### config.mk
export PLATFORM = sky130hd
export DESIGN_NAME = trim_host_ctrl_flat
export DESIGN_NICKNAME = d
export VERILOG_FILES = /design/src/common/trim_pkg.sv /design/src/common/trim_link_if.sv /design/src/logic/trim_host_ctrl.sv /design/src/flat_wrapper.sv
export SDC_FILE = /design/constraint.sdc
export NUM_CORES = 1
export LEC_CHECK = 0
export ABC_AREA = 1
export BUFFER_PORTS_ARGS = -buffer_cell sky130_fd_sc_hd__buf_2
export CORE_MARGIN = 3
export CORE_UTILIZATION = 40
export CTS_BUF_LIST = sky130_fd_sc_hd__clkbuf_4 sky130_fd_sc_hd__clkbuf_8 sky130_fd_sc_hd__clkbuf_16
export DETAILED_ROUTE_END_ITERATION = 8
export HOLD_SLACK_MARGIN = 0.06
export PLACE_DENSITY = 0.68
export SLEW_MARGIN = 20
export SYNTH_ARGS = -nofsm -noshare
export SYNTH_HDL_FRONTEND = slang
export SYNTH_SLANG_ARGS = --single-unit
### constraint.sdc
create_clock -name core_clk -period 3.4 [get_ports core_clk]
set_input_delay 0.17 -clock core_clk [delete_from_list [all_inputs] [get_ports core_clk]]
set_output_delay 0.17 -clock core_clk [all_outputs]
set_load 0.03 [all_outputs]
### src/common/trim_pkg.sv
// Functional notes
// - Identity register returns fixed variant code, read-only
// - Host reads identity before any configuration
// - Unexpected identity value means failed communication
// - Host opens guard before writing trim registers
// - Host closes guard after trim writes finish
// - Apply register: bit 0 only, others zero
// - Apply bit gates both stored trim codes
// - Host loads both codes, then sets apply
// - Bandgap correction code, 8-bit, resets zero
// - Buffer amplifier code, 8-bit, resets zero
package trim_pkg;

  // ==========================================================
  // Device register map
  localparam logic [7:0] ADDR_IDENTITY   = 8'h5e;
  localparam logic [7:0] ADDR_GUARD      = 8'h60;
  localparam logic [7:0] ADDR_APPLY      = 8'h74;
  localparam logic [7:0] ADDR_BANDGAP    = 8'h78;
  localparam logic [7:0] ADDR_BUFFER     = 8'h7a;

  localparam logic [7:0] RESET_GUARD     = 8'h00;
  localparam logic [7:0] RESET_APPLY     = 8'h00;
  localparam logic [7:0] RESET_BANDGAP   = 8'h00;
  localparam logic [7:0] RESET_BUFFER    = 8'h00;

  // Guard value that opens the trim registers; any other value protects
  localparam logic [7:0] GUARD_OPEN_KEY  = 8'h01;
  localparam logic [7:0] GUARD_CLOSE_KEY = 8'h00;
  localparam int         APPLY_BIT       = 0;

  // ==========================================================
  // Controller register map (AXI4-Lite byte addresses)
  localparam logic [7:0] CSR_CTRL        = 8'h00;
  localparam logic [7:0] CSR_CODES       = 8'h04;
  localparam logic [7:0] CSR_STATUS      = 8'h08;

  localparam int         CTRL_CHECK_BIT  = 0;
  localparam int         CTRL_TRIM_BIT   = 1;
  localparam int         ST_BUSY_BIT     = 0;
  localparam int         ST_ID_OK_BIT    = 1;
  localparam int         ST_FAIL_BIT     = 2;
  localparam int         ST_DONE_BIT     = 3;
  localparam int         ST_REFUSED_BIT  = 4;
  localparam int         ST_ID_LSB       = 8;

  localparam logic [1:0] RESP_OKAY       = 2'h0;
  localparam logic [1:0] RESP_SLVERR     = 2'h2;

endpackage

### src/common/trim_link_if.sv
`timescale 1ns/100ps
// Register access link between controller and device.
// A request is a one-cycle pulse; ack answers it on the next cycle.
interface trim_link_if;
  logic       req;
  logic       we;
  logic [7:0] addr;
  logic [7:0] wdata;
  logic [7:0] rdata;
  logic       ack;

  modport dev (
    input  req,
    input  we,
    input  addr,
    input  wdata,
    output rdata,
    output ack
  );

  modport host (
    output req,
    output we,
    output addr,
    output wdata,
    input  rdata,
    input  ack
  );
endinterface

### src/logic/trim_host_ctrl.sv
`timescale 1ns/100ps
// Controller that checks the device identity and loads trim codes,
// commanded by software over AXI4-Lite.
module trim_host_ctrl #(
  // Identity code the controller accepts; value is arbitrary
  parameter logic [7:0] ID_EXPECTED = 8'h3c
) (
  // Clock and reset
  input  wire logic        core_clk,
  input  wire logic        rst_n,
  // Device link
  trim_link_if.host        link,
  // AXI4-Lite write
  input  wire logic [7:0]  awaddr,
  input  wire logic        awvalid,
  output logic             awready,
  input  wire logic [31:0] wdata,
  input  wire logic [3:0]  wstrb,
  input  wire logic        wvalid,
  output logic             wready,
  output logic [1:0]       bresp,
  output logic             bvalid,
  input  wire logic        bready,
  // AXI4-Lite read
  input  wire logic [7:0]  araddr,
  input  wire logic        arvalid,
  output logic             arready,
  output logic [31:0]      rdata,
  output logic [1:0]       rresp,
  output logic             rvalid,
  input  wire logic        rready
);

  typedef enum logic [2:0] {
    S_IDLE, S_ID, S_OPEN, S_BG, S_BUF, S_APPLY, S_CLOSE
  } step_t;

  step_t       state_reg;
  logic        wait_reg;
  logic        req_reg;
  logic        we_reg;
  logic [7:0]  addr_reg;
  logic [7:0]  wdata_reg;
  logic [7:0]  bg_code_reg;
  logic [7:0]  buf_code_reg;
  logic        id_ok_reg;
  logic        fail_reg;
  logic        done_reg;
  logic        refused_reg;
  logic [7:0]  id_seen_reg;
  logic        aw_held_reg;
  logic        w_held_reg;
  logic [7:0]  aw_addr_reg;
  logic [31:0] w_data_reg;
  logic [3:0]  w_strb_reg;
  logic        bvalid_reg;
  logic [1:0]  bresp_reg;
  logic        rvalid_reg;
  logic [31:0] rdata_reg;
  logic [1:0]  rresp_reg;
  logic        wr_fire;
  logic        go_check;
  logic        go_trim;
  logic [31:0] status_word;

  // Access issued in each step: {we, addr, wdata}
  function automatic logic [16:0] step_op(input step_t s, input logic [7:0] bg,
                                          input logic [7:0] bf);
    case (s)
      S_ID:    step_op = {1'b0, trim_pkg::ADDR_IDENTITY, 8'h00};
      S_OPEN:  step_op = {1'b1, trim_pkg::ADDR_GUARD, trim_pkg::GUARD_OPEN_KEY};
      S_BG:    step_op = {1'b1, trim_pkg::ADDR_BANDGAP, bg};
      S_BUF:   step_op = {1'b1, trim_pkg::ADDR_BUFFER, bf};
      S_APPLY: step_op = {1'b1, trim_pkg::ADDR_APPLY, 8'h01};
      S_CLOSE: step_op = {1'b1, trim_pkg::ADDR_GUARD, trim_pkg::GUARD_CLOSE_KEY};
      default: step_op = 17'h00000;
    endcase
  endfunction

  // ==========================================================
  // AXI4-Lite write channel
  assign awready = !aw_held_reg;
  assign wready  = !w_held_reg;
  assign wr_fire = aw_held_reg && w_held_reg && !bvalid_reg;

  always_ff @(posedge core_clk or negedge rst_n) begin
    if (!rst_n) begin
      aw_held_reg <= 1'b0;
      w_held_reg  <= 1'b0;
      aw_addr_reg <= 8'h00;
      w_data_reg  <= 32'h00000000;
      w_strb_reg  <= 4'h0;
      bvalid_reg  <= 1'b0;
      bresp_reg   <= trim_pkg::RESP_OKAY;
    end else begin
      if (awvalid && !aw_held_reg) begin
        aw_held_reg <= 1'b1;
        aw_addr_reg <= awaddr;
      end
      if (wvalid && !w_held_reg) begin
        w_held_reg <= 1'b1;
        w_data_reg <= wdata;
        w_strb_reg <= wstrb;
      end
      if (wr_fire) begin
        aw_held_reg <= 1'b0;
        w_held_reg  <= 1'b0;
        bvalid_reg  <= 1'b1;
        bresp_reg   <= (aw_addr_reg == trim_pkg::CSR_CTRL ||
                        aw_addr_reg == trim_pkg::CSR_CODES) ?
                       trim_pkg::RESP_OKAY : trim_pkg::RESP_SLVERR;
      end else if (bvalid_reg && bready) begin
        bvalid_reg <= 1'b0;
      end
    end
  end

  assign go_check = wr_fire && aw_addr_reg == trim_pkg::CSR_CTRL && w_strb_reg[0] &&
                    w_data_reg[trim_pkg::CTRL_CHECK_BIT];
  assign go_trim  = wr_fire && aw_addr_reg == trim_pkg::CSR_CTRL && w_strb_reg[0] &&
                    w_data_reg[trim_pkg::CTRL_TRIM_BIT];

  always_ff @(posedge core_clk or negedge rst_n) begin
    if (!rst_n) begin
      bg_code_reg  <= 8'h00;
      buf_code_reg <= 8'h00;
    end else if (wr_fire && aw_addr_reg == trim_pkg::CSR_CODES && state_reg == S_IDLE) begin
      if (w_strb_reg[0]) begin
        bg_code_reg <= w_data_reg[7:0];
      end
      if (w_strb_reg[1]) begin
        buf_code_reg <= w_data_reg[15:8];
      end
    end
  end

  // ==========================================================
  // AXI4-Lite read channel
  assign status_word = {16'h0000, id_seen_reg, 3'h0, refused_reg, done_reg,
                        fail_reg, id_ok_reg, (state_reg != S_IDLE)};
  assign arready = !rvalid_reg;

  always_ff @(posedge core_clk or negedge rst_n) begin
    if (!rst_n) begin
      rvalid_reg <= 1'b0;
      rdata_reg  <= 32'h00000000;
      rresp_reg  <= trim_pkg::RESP_OKAY;
    end else if (arvalid && !rvalid_reg) begin
      rvalid_reg <= 1'b1;
      rresp_reg  <= trim_pkg::RESP_OKAY;
      case (araddr)
        trim_pkg::CSR_CTRL:   rdata_reg <= 32'h00000000;
        trim_pkg::CSR_CODES:  rdata_reg <= {16'h0000, buf_code_reg, bg_code_reg};
        trim_pkg::CSR_STATUS: rdata_reg <= status_word;
        default: begin
          rdata_reg <= 32'h00000000;
          rresp_reg <= trim_pkg::RESP_SLVERR;
        end
      endcase
    end else if (rvalid_reg && rready) begin
      rvalid_reg <= 1'b0;
    end
  end

  // ==========================================================
  // Sequencer: one link access per step, next step on ack
  always_ff @(posedge core_clk or negedge rst_n) begin
    if (!rst_n) begin
      req_reg   <= 1'b0;
      wait_reg  <= 1'b0;
      we_reg    <= 1'b0;
      addr_reg  <= 8'h00;
      wdata_reg <= 8'h00;
    end else begin
      req_reg <= 1'b0;
      if (state_reg != S_IDLE && !wait_reg) begin
        req_reg <= 1'b1;
        wait_reg <= 1'b1;
        {we_reg, addr_reg, wdata_reg} <= step_op(state_reg, bg_code_reg, buf_code_reg);
      end else if (wait_reg && link.ack) begin
        wait_reg <= 1'b0;
      end
    end
  end

  always_ff @(posedge core_clk or negedge rst_n) begin
    if (!rst_n) begin
      state_reg <= S_IDLE;
    end else begin
      case (state_reg)
        S_IDLE: begin
          if (go_check) begin
            state_reg <= S_ID;
          end else if (go_trim && id_ok_reg) begin
            state_reg <= S_OPEN;
          end
        end
        default: begin
          if (wait_reg && link.ack) begin
            case (state_reg)
              S_ID:    state_reg <= S_IDLE;
              S_OPEN:  state_reg <= S_BG;
              S_BG:    state_reg <= S_BUF;
              S_BUF:   state_reg <= S_APPLY;
              S_APPLY: state_reg <= S_CLOSE;
              default: state_reg <= S_IDLE;
            endcase
          end
        end
      endcase
    end
  end

  // ==========================================================
  // Status flags
  always_ff @(posedge core_clk or negedge rst_n) begin
    if (!rst_n) begin
      id_ok_reg   <= 1'b0;
      fail_reg    <= 1'b0;
      done_reg    <= 1'b0;
      refused_reg <= 1'b0;
      id_seen_reg <= 8'h00;
    end else begin
      if (state_reg == S_ID && wait_reg && link.ack) begin
        id_seen_reg <= link.rdata;
        id_ok_reg   <= (link.rdata == ID_EXPECTED);
        fail_reg    <= (link.rdata != ID_EXPECTED);
      end
      if (state_reg == S_IDLE && go_trim) begin
        done_reg    <= 1'b0;
        refused_reg <= !id_ok_reg || go_check;
      end else if (state_reg == S_CLOSE && wait_reg && link.ack) begin
        done_reg <= 1'b1;
      end
    end
  end

  // ==========================================================
  // Outputs
  assign link.req   = req_reg;
  assign link.we    = we_reg;
  assign link.addr  = addr_reg;
  assign link.wdata = wdata_reg;
  assign bvalid     = bvalid_reg;
  assign bresp      = bresp_reg;
  assign rvalid     = rvalid_reg;
  assign rdata      = rdata_reg;
  assign rresp      = rresp_reg;

endmodule

### src/flat_wrapper.sv
// flat-port wrapper written by rule: the top's interface ports become plain ports
module trim_host_ctrl_flat 
#(
                                                             
  parameter logic [7:0] ID_EXPECTED = 8'h3c
)
  (core_clk, rst_n, awaddr, awvalid, awready, wdata, wstrb, wvalid, wready, bresp, bvalid, bready, araddr, arvalid, arready, rdata, rresp, rvalid, rready, link_req, link_we, link_addr, link_wdata, link_rdata, link_ack);
  trim_link_if link_i ();
  input  wire logic core_clk;
  input  wire logic rst_n;
  input  wire logic [7:0] awaddr;
  input  wire logic awvalid;
  output logic awready;
  input  wire logic [31:0] wdata;
  input  wire logic [3:0] wstrb;
  input  wire logic wvalid;
  output logic wready;
  output logic [1:0] bresp;
  output logic bvalid;
  input  wire logic bready;
  input  wire logic [7:0] araddr;
  input  wire logic arvalid;
  output logic arready;
  output logic [31:0] rdata;
  output logic [1:0] rresp;
  output logic rvalid;
  input  wire logic rready;
  output wire logic [$bits(link_i.req)-1:0] link_req;
  output wire logic [$bits(link_i.we)-1:0] link_we;
  output wire logic [$bits(link_i.addr)-1:0] link_addr;
  output wire logic [$bits(link_i.wdata)-1:0] link_wdata;
  input wire logic [$bits(link_i.rdata)-1:0] link_rdata;
  input wire logic [$bits(link_i.ack)-1:0] link_ack;
  assign link_req = link_i.req;
  assign link_we = link_i.we;
  assign link_addr = link_i.addr;
  assign link_wdata = link_i.wdata;
  assign link_i.rdata = link_rdata;
  assign link_i.ack = link_ack;
  trim_host_ctrl #(.ID_EXPECTED(ID_EXPECTED)) u_core (.core_clk(core_clk), .rst_n(rst_n), .link(link_i), .awaddr(awaddr), .awvalid(awvalid), .awready(awready), .wdata(wdata), .wstrb(wstrb), .wvalid(wvalid), .wready(wready), .bresp(bresp), .bvalid(bvalid), .bready(bready), .araddr(araddr), .arvalid(arvalid), .arready(arready), .rdata(rdata), .rresp(rresp), .rvalid(rvalid), .rready(rready));
endmodule
==> flow_metrics.py, run 1 <==
metrics = {
    "final_layout": {
        "final_nets": 656,
        "antenna_cells": 0,
        "area_growth_pct": 22.7,
        "layout-drive-gt1-share_pct": 25.2,
        "final_common_cell": "nand2_1",
        "final_cell_mix": "130 x nand2_1, 95 x dfrtp_1, 87 x buf_2",
    },
    "grt": {
        "grt_pass1_wl_mm": 15.1,
        "grt_antenna_before_repair": 0,
        "overflow": 0,
        "grt_max_degree": 69,
        "grt_use_total_pct": 16.2,
        "grt_pass1_vias": 3200,
    },
    "pwr": {
        "power_density_nw_per_um2": 733,
        "ir_drop_mv": 0.519,
        "leakage_nw": 2.79,
    },
    "timing": {
        "hold_violations": 0,
        "slew_headroom_pct": 37.8,
        "fin_hold_ws_ns": 0.0733,
        "fin_crit_sh_pct": 51.3,
        "tightestPinTransition_ns": 0.931,
        "slew_viol_final": 0,
        "rsz0062_at_grt": "no",
        "min_period_ns": 1.74,
        "setup_violations": 0,
        "max_freq_mhz": 574,
        "skew_ns": 0.00475,
        "fin_setup_tns_ns": 0,
    },
    "drt": {
        "ant_nets": 0,
        "dr.first_iter.drc_count": 117,
        "routedWlPerCell_um": 12.7,
        "dr.pass1.iters": 4,
        "vias": 3351,
        "via_per_inst": 4.61,
        "drt-total-wl_mm": 9.21,
        "drc": 0,
    },
    "floorplanning": {
        "coreArea_um2": 10400,
        "ios": 127,
        "dieArea_um2": 12100,
        "die_h_um": 110,
        "rows": 37,
        "start_util_pct": 41.6,
        "fp.dieW_um": 110,
    },
    "clock_tree": {
        "cts-root-buf": "clkbuf_8",
        "clockBufferDepth": 2,
        "cts_tree": "built",
        "cts_max_level": 3,
        "clkLatencyLatePin_ns": 0.36,
        "cts_resized": 0,
        "cts.clk_slew.worst_paths_ns": 0.09,
        "cts.sinks": 95,
        "post_cts_buffers": 0,
        "cts_buffers": 9,
        "cts_hold_buf": 31,
    },
    "critical_path": {
        "cp_max_fo": 15,
        "start_kind": "flop",
        "cp_data_required_time_ns": 3.66,
        "crit_arrival_ns": 2.00,
        "crit_type": "reg -> reg",
        "worstSetupEndpointType": "flop",
    },
    "synth": {
        "synth_top_area_share_pct": 54.9,
        "syn_avg_cell_area_um2": 9.14,
        "yosysSeqAreaShare_pct": 54.9,
        "synth_area_leaders": "dfrtp_1 55%, nand2_1 11%, inv_1 4.0%, buf_4 3.6%, mux2_2 3.4%",
        "synth.cell_area_um2": 4330,
        "yosysTopAreaCell": "dfrtp_1",
        "synth_cells": 474,
        "ys_warn_count": 0,
        "ys_types": 37,
        "ys_seq_elements": 95,
    },
    "placement": {
        "numPortBuffers": 88,
        "place_congestion": 0.872,
        "post-dp-hpwl_mm": 6.84,
    },
    "job": {
        "cap_violations": 0,
    },
    "outcome": {
        "outcome": "complete, no violations",
    },
    "worst_hold_path": {
        "hp-class": "in -> reg",
    },
}
==> final timing paths <==
kind / from / to / slack [ns] / cells past startpoint
setup / recovery: u_core.state_reg[1]$_DFFE_PN0P_ / u_core.link.addr[4]$_DFFE_PN0P_ / 1.66 / 6
hold / removal: wdata[1] / u_core.w_data_reg[1]$_DFFE_PN0P_ / 0.07 / 3
setup reg to reg: u_core.state_reg[1]$_DFFE_PN0P_ / u_core.link.addr[4]$_DFFE_PN0P_ / 1.66 / 6
hold reg to reg: u_core.link.addr[2]$_DFFE_PN0P_ / u_core.link.addr[2]$_DFFE_PN0P_ / 0.48 / 2
max in group asynchronous: rst_n / u_core.link.wdata[1]$_DFFE_PN0P_ / 2.09 / 3
min in group asynchronous: rst_n / u_core.w_data_reg[12]$_DFFE_PN0P_ / 0.45 / 2
==> where the power goes <==
group          switching (mW)  internal (mW)  total [mW]
sequential              0.220           1.51        1.73
combinational           0.897          0.449        1.35
clock                   0.372          0.446       0.819
total                    1.49           2.40        3.89
==> layer usage <==
layer,up-vias,part of all wire [%],track usage (%)
met5,-,0,0
met2,108,46,26.1
met1,1525,46,21.7
met3,17,5.1,2.39
met4,0,2.3,7.30
li1,1701,-,-
==> cells in the mapped netlist <==
master	number
o211ai_1	1
mux2_2	13
nor4_4	1
buf_6	2
o221ai_1	1
nor4_1	1
inv_1	46
nand2_2	2
inv_2	6
nand4_1	4
nand3_1	21
o21a_1	2
o21ai_2	11
nor2_2	3
nand4_4	1
o21ai_0	7
dfrtp_1	95
buf_1	3
clkbuf_1	2
a31oi_1	2
a21oi_1	21
nor2_8	1
nor3_4	1
nor2_4	2
or2_1	1
o22ai_1	7
nand3_2	1
inv_4	1
o31ai_2	3
conb_1	1
buf_2	8
nand2_1	130
a21o_1	1
buf_4	21
o31ai_1	1
nor2_1	30
o21ai_1	20
==> cell families (layout without fill, tap and decap cells) <==
family / Yosys count / count (layout) / share of synthesized area (%)
AND/OR/NAND/NOR: 199 / 199 / 20.5
AO/OA/AOI/OAI: 77 / 77 / 11.0
buffers and inverters: 89 / 187 / 10.2
multiplexers: 13 / 13 / 3.38
flip-flops: 95 / 95 / 54.9
other: 1 / 20 / 0.0866
==> per-stage QoR <==
step | cells | utilization (%) | power, mW | area, um2 | worst slack, ns
floorplan | 493 | - | 2.75 | 4400 | 1.90
global placement | 682 | 45.9 | 3.04 | 4780 | 1.50
detailed placement | 682 | 45.9 | 3.09 | 4780 | 1.44
CTS | 727 | 51.0 | 3.93 | 5310 | 1.62
global route | 727 | 51.0 | 4.18 | 5310 | 1.44
finish | 727 | 51.0 | 3.89 | 5310 | 1.66
==> critical path, stage by stage, from the launching register on <==
cell	delay, ns
dfrtp_1	0.54
nor2_4	0.09
nand2_2	0.11
inv_4	0.07
nor2_2	0.37
inv_2	0.22
a21o_1	0.23
==> final cells by class <==
cell class,count,area [um2]
Fill cell,974,5100
Sequential cell,95,2380
Multi-Input combinational cell,309,1580
Timing Repair Buffer,120,761
Inverter,53,201
Tap cell,136,170
Clock buffer,11,151
Clock inverter,3,67.6
No activity file was read; power rests on OpenSTA's default activity.
==> run 2: changes to the inputs <==
Settings changed: PLACE_DENSITY 0.68 to 0.71.
Clock period 3.4 ns to 1.45 ns, I/O delays scaled along.
==> run 2 against run 1 <==
Worst hold slack improved by 0.076 ns. Setup slack got worse by 1.6 ns. Via count rose by 6.9%. Sequential power rose by 140%. Die area did not move. Maximum frequency rose by 22%. Count of clock-buffer cells in the layout did not move. Global-route usage rose by 1.2 points. Wire length rose by 9.8%. Register-to-register slack got worse by 1.6 ns. Sequential share of layout area fell by 2.4 points. Sequential cell count did not move. Critical path type unchanged. Critical endpoint is now u_core.link.addr[3]$_DFFE_PN0P_. Highest routed layer unchanged.
==> flow_metrics.py, run 2 (synthesized netlist as in run 1, its figures left out) <==
metrics = {
    "outcome": {
        "outcome": "complete, no violations",
    },
    "floorplanning": {
        "dieArea_um2": 12100,
        "start_util_pct": 41.6,
        "ios": 127,
        "coreArea_um2": 10400,
        "die_h_um": 110,
        "fp.dieW_um": 110,
        "rows": 37,
    },
    "critical_path": {
        "cp_max_fo": 8,
        "crit_arrival_ns": 1.71,
        "crit_chain": "inv_2 > nand2_2 > inv_4 > nor2_2 > buf_4 > nor2_1 > a31oi_1",
        "cp_data_required_time_ns": 1.73,
        "crit_path_max_incr_delay_ns": 0.47,
        "timing.rr.start": "u_core.state_reg[2]$_DFFE_PN0P_",
        "r2r_end": "u_core.link.addr[3]$_DFFE_PN0P_",
        "worstSetupEndpointType": "flop",
        "slowest_stage": "dfrtp_1",
        "reg2reg_slack_ns": 0.02,
        "start_kind": "flop",
        "crit_type": "reg -> reg",
        "reg2reg_depth": 7,
    },
    "final_layout": {
        "antenna_cells": 0,
        "final_cell_mix": "128 x nand2_1, 93 x dfrtp_1, 87 x buf_2",
        "stdcell_area_um2": 5620,
        "layout-drive-gt1-share_pct": 29.6,
        "area_growth_pct": 29.8,
        "final_nets": 685,
        "num-fill-cells": 946,
        "final_util_pct": 54.0,
        "final_common_cell": "nand2_1",
    },
    "drt": {
        "dr.pass1.iters": 4,
        "vias": 3581,
        "ant_nets": 0,
        "drc": 0,
        "dr.first_iter.drc_count": 160,
        "drt-total-wl_mm": 10.1,
        "via_per_inst": 4.74,
        "routedWlPerCell_um": 13.4,
    },
    "timing": {
        "skew_ns": 0.00942,
        "hold_violations": 0,
        "max_freq_mhz": 700,
        "fin_crit_sh_pct": 98.6,
        "min_period_ns": 1.43,
        "fin_hold_ws_ns": 0.149,
        "rsz0062_at_grt": "yes",
        "timing.final.ws_setup_ns": 0.0204,
        "setup_violations": 0,
        "fin_setup_tns_ns": 0,
        "slew_viol_final": 0,
    },
    "placement": {
        "dp_slack_ns": -0.0260,
        "place_congestion": 0.895,
        "post-dp-hpwl_mm": 7.20,
        "place_area_um2": 4920,
        "numPortBuffers": 88,
    },
    "grt": {
        "grt_use_total_pct": 17.4,
        "grt_pass1_wl_mm": 16.5,
        "overflow": 0,
        "grt_antenna_before_repair": 0,
        "grt_max_degree": 53,
        "grt_pass1_vias": 3563,
    },
    "clock_tree": {
        "cts_tree": "built",
        "cts_buffers": 9,
        "cts.sinks": 95,
        "cts-root-buf": "clkbuf_8",
        "clkLatencyLatePin_ns": 0.36,
        "cts.clk_slew.worst_paths_ns": 0.08,
        "cts_max_level": 3,
        "clockBufferDepth": 2,
    },
    "worst_hold_path": {
        "holdPathEnd": "u_core.rvalid$_DFFE_PN0P_",
        "whs_path_depth": 4,
        "min_from": "arvalid",
        "hp-class": "in -> reg",
    },
    "job": {
        "cap_violations": 0,
    },
    "pwr": {
        "leakage_nw": 2.94,
        "power_density_nw_per_um2": 1670,
        "ir_drop_mv": 1.04,
    },
}
[run 2: worst max path at each step]
stage / from / endpoint / slack, ns / depth (start not counted)
after floorplan: u_core.bvalid$_DFFE_PN0P_ / u_core.state_reg[0]$_DFFE_PN0P_ / 0.03 / 8
after global placement: u_core.aw_addr_reg[1]$_DFFE_PN0P_ / u_core.bg_code_reg[6]$_DFFE_PN0P_ / 0.02 / 6
after detailed placement: u_core.bvalid$_DFFE_PN0P_ / u_core.state_reg[2]$_DFFE_PN0P_ / -0.03 / 8
after CTS: u_core.aw_addr_reg[1]$_DFFE_PN0P_ / u_core.buf_code_reg[1]$_DFFE_PN0P_ / 0.005 / 6
after global routing: u_core.aw_addr_reg[1]$_DFFE_PN0P_ / u_core.state_reg[0]$_DFFE_PN0P_ / -0.1 / 9
final: u_core.state_reg[2]$_DFFE_PN0P_ / u_core.link.addr[3]$_DFFE_PN0P_ / 0.02 / 7
[run 2: what timing repair did]
action / in CTS / in global routing
gates resized for setup: 4 / 17
pin swaps: 1 / 8
hold buffers: 39 / 0
setup buffers: 0 / 6
hold endpoints to repair: 133 / 0
gates cloned: 0 / 1
endpoints found under the setup margin: 8 / 52
[run 2: power by group]
part           leakage, nW  total (mW)  internal [mW]  switching (mW)
clock               0.0945        1.65          0.833           0.815
sequential            1.19        4.08           3.54           0.540
combinational         1.66        3.64           1.30            2.34
[run 2: through the flow]
step,power (mW),instances
2_1_floorplan,6.45,493
3_3_place_gp,7.31,696
3_5_place_dp,7.45,696
4_1_cts,9.24,748
5_1_grt,10.1,755
6_report,9.37,755
[run 2: layout make-up]
type / instances / area [um2] / share of cell area [%]
flip-flops and latches: 95 / 2380 / 42.3
multi-input cells: 310 / 1660 / 29.5
repair buffers: 148 / 1020 / 18.2
inverters: 53 / 206 / 3.67
well taps: 136 / 170 / 3.03
clock buffers: 11 / 145 / 2.58
clock inverters: 2 / 35.0 / 0.623
[run 2: metal layers]
layer | global-route usage (%) | vias to the layer above | wire length (um)
li1 | - | 1764 | -
met1 | 22.2 | 1686 | 4360
met2 | 29.3 | 116 | 4900
met3 | 4.60 | 15 | 671
met4 | 4.99 | 0 | 178
met5 | 0 | - | 0
[run 2: critical path, delay by kind of cell, from the launching register on]
kind | cells | cell delay, ns
compound gates | 1 | 0.13
buf+inv | 3 | 0.39
flops | 1 | 0.47
simple gates | 3 | 0.38
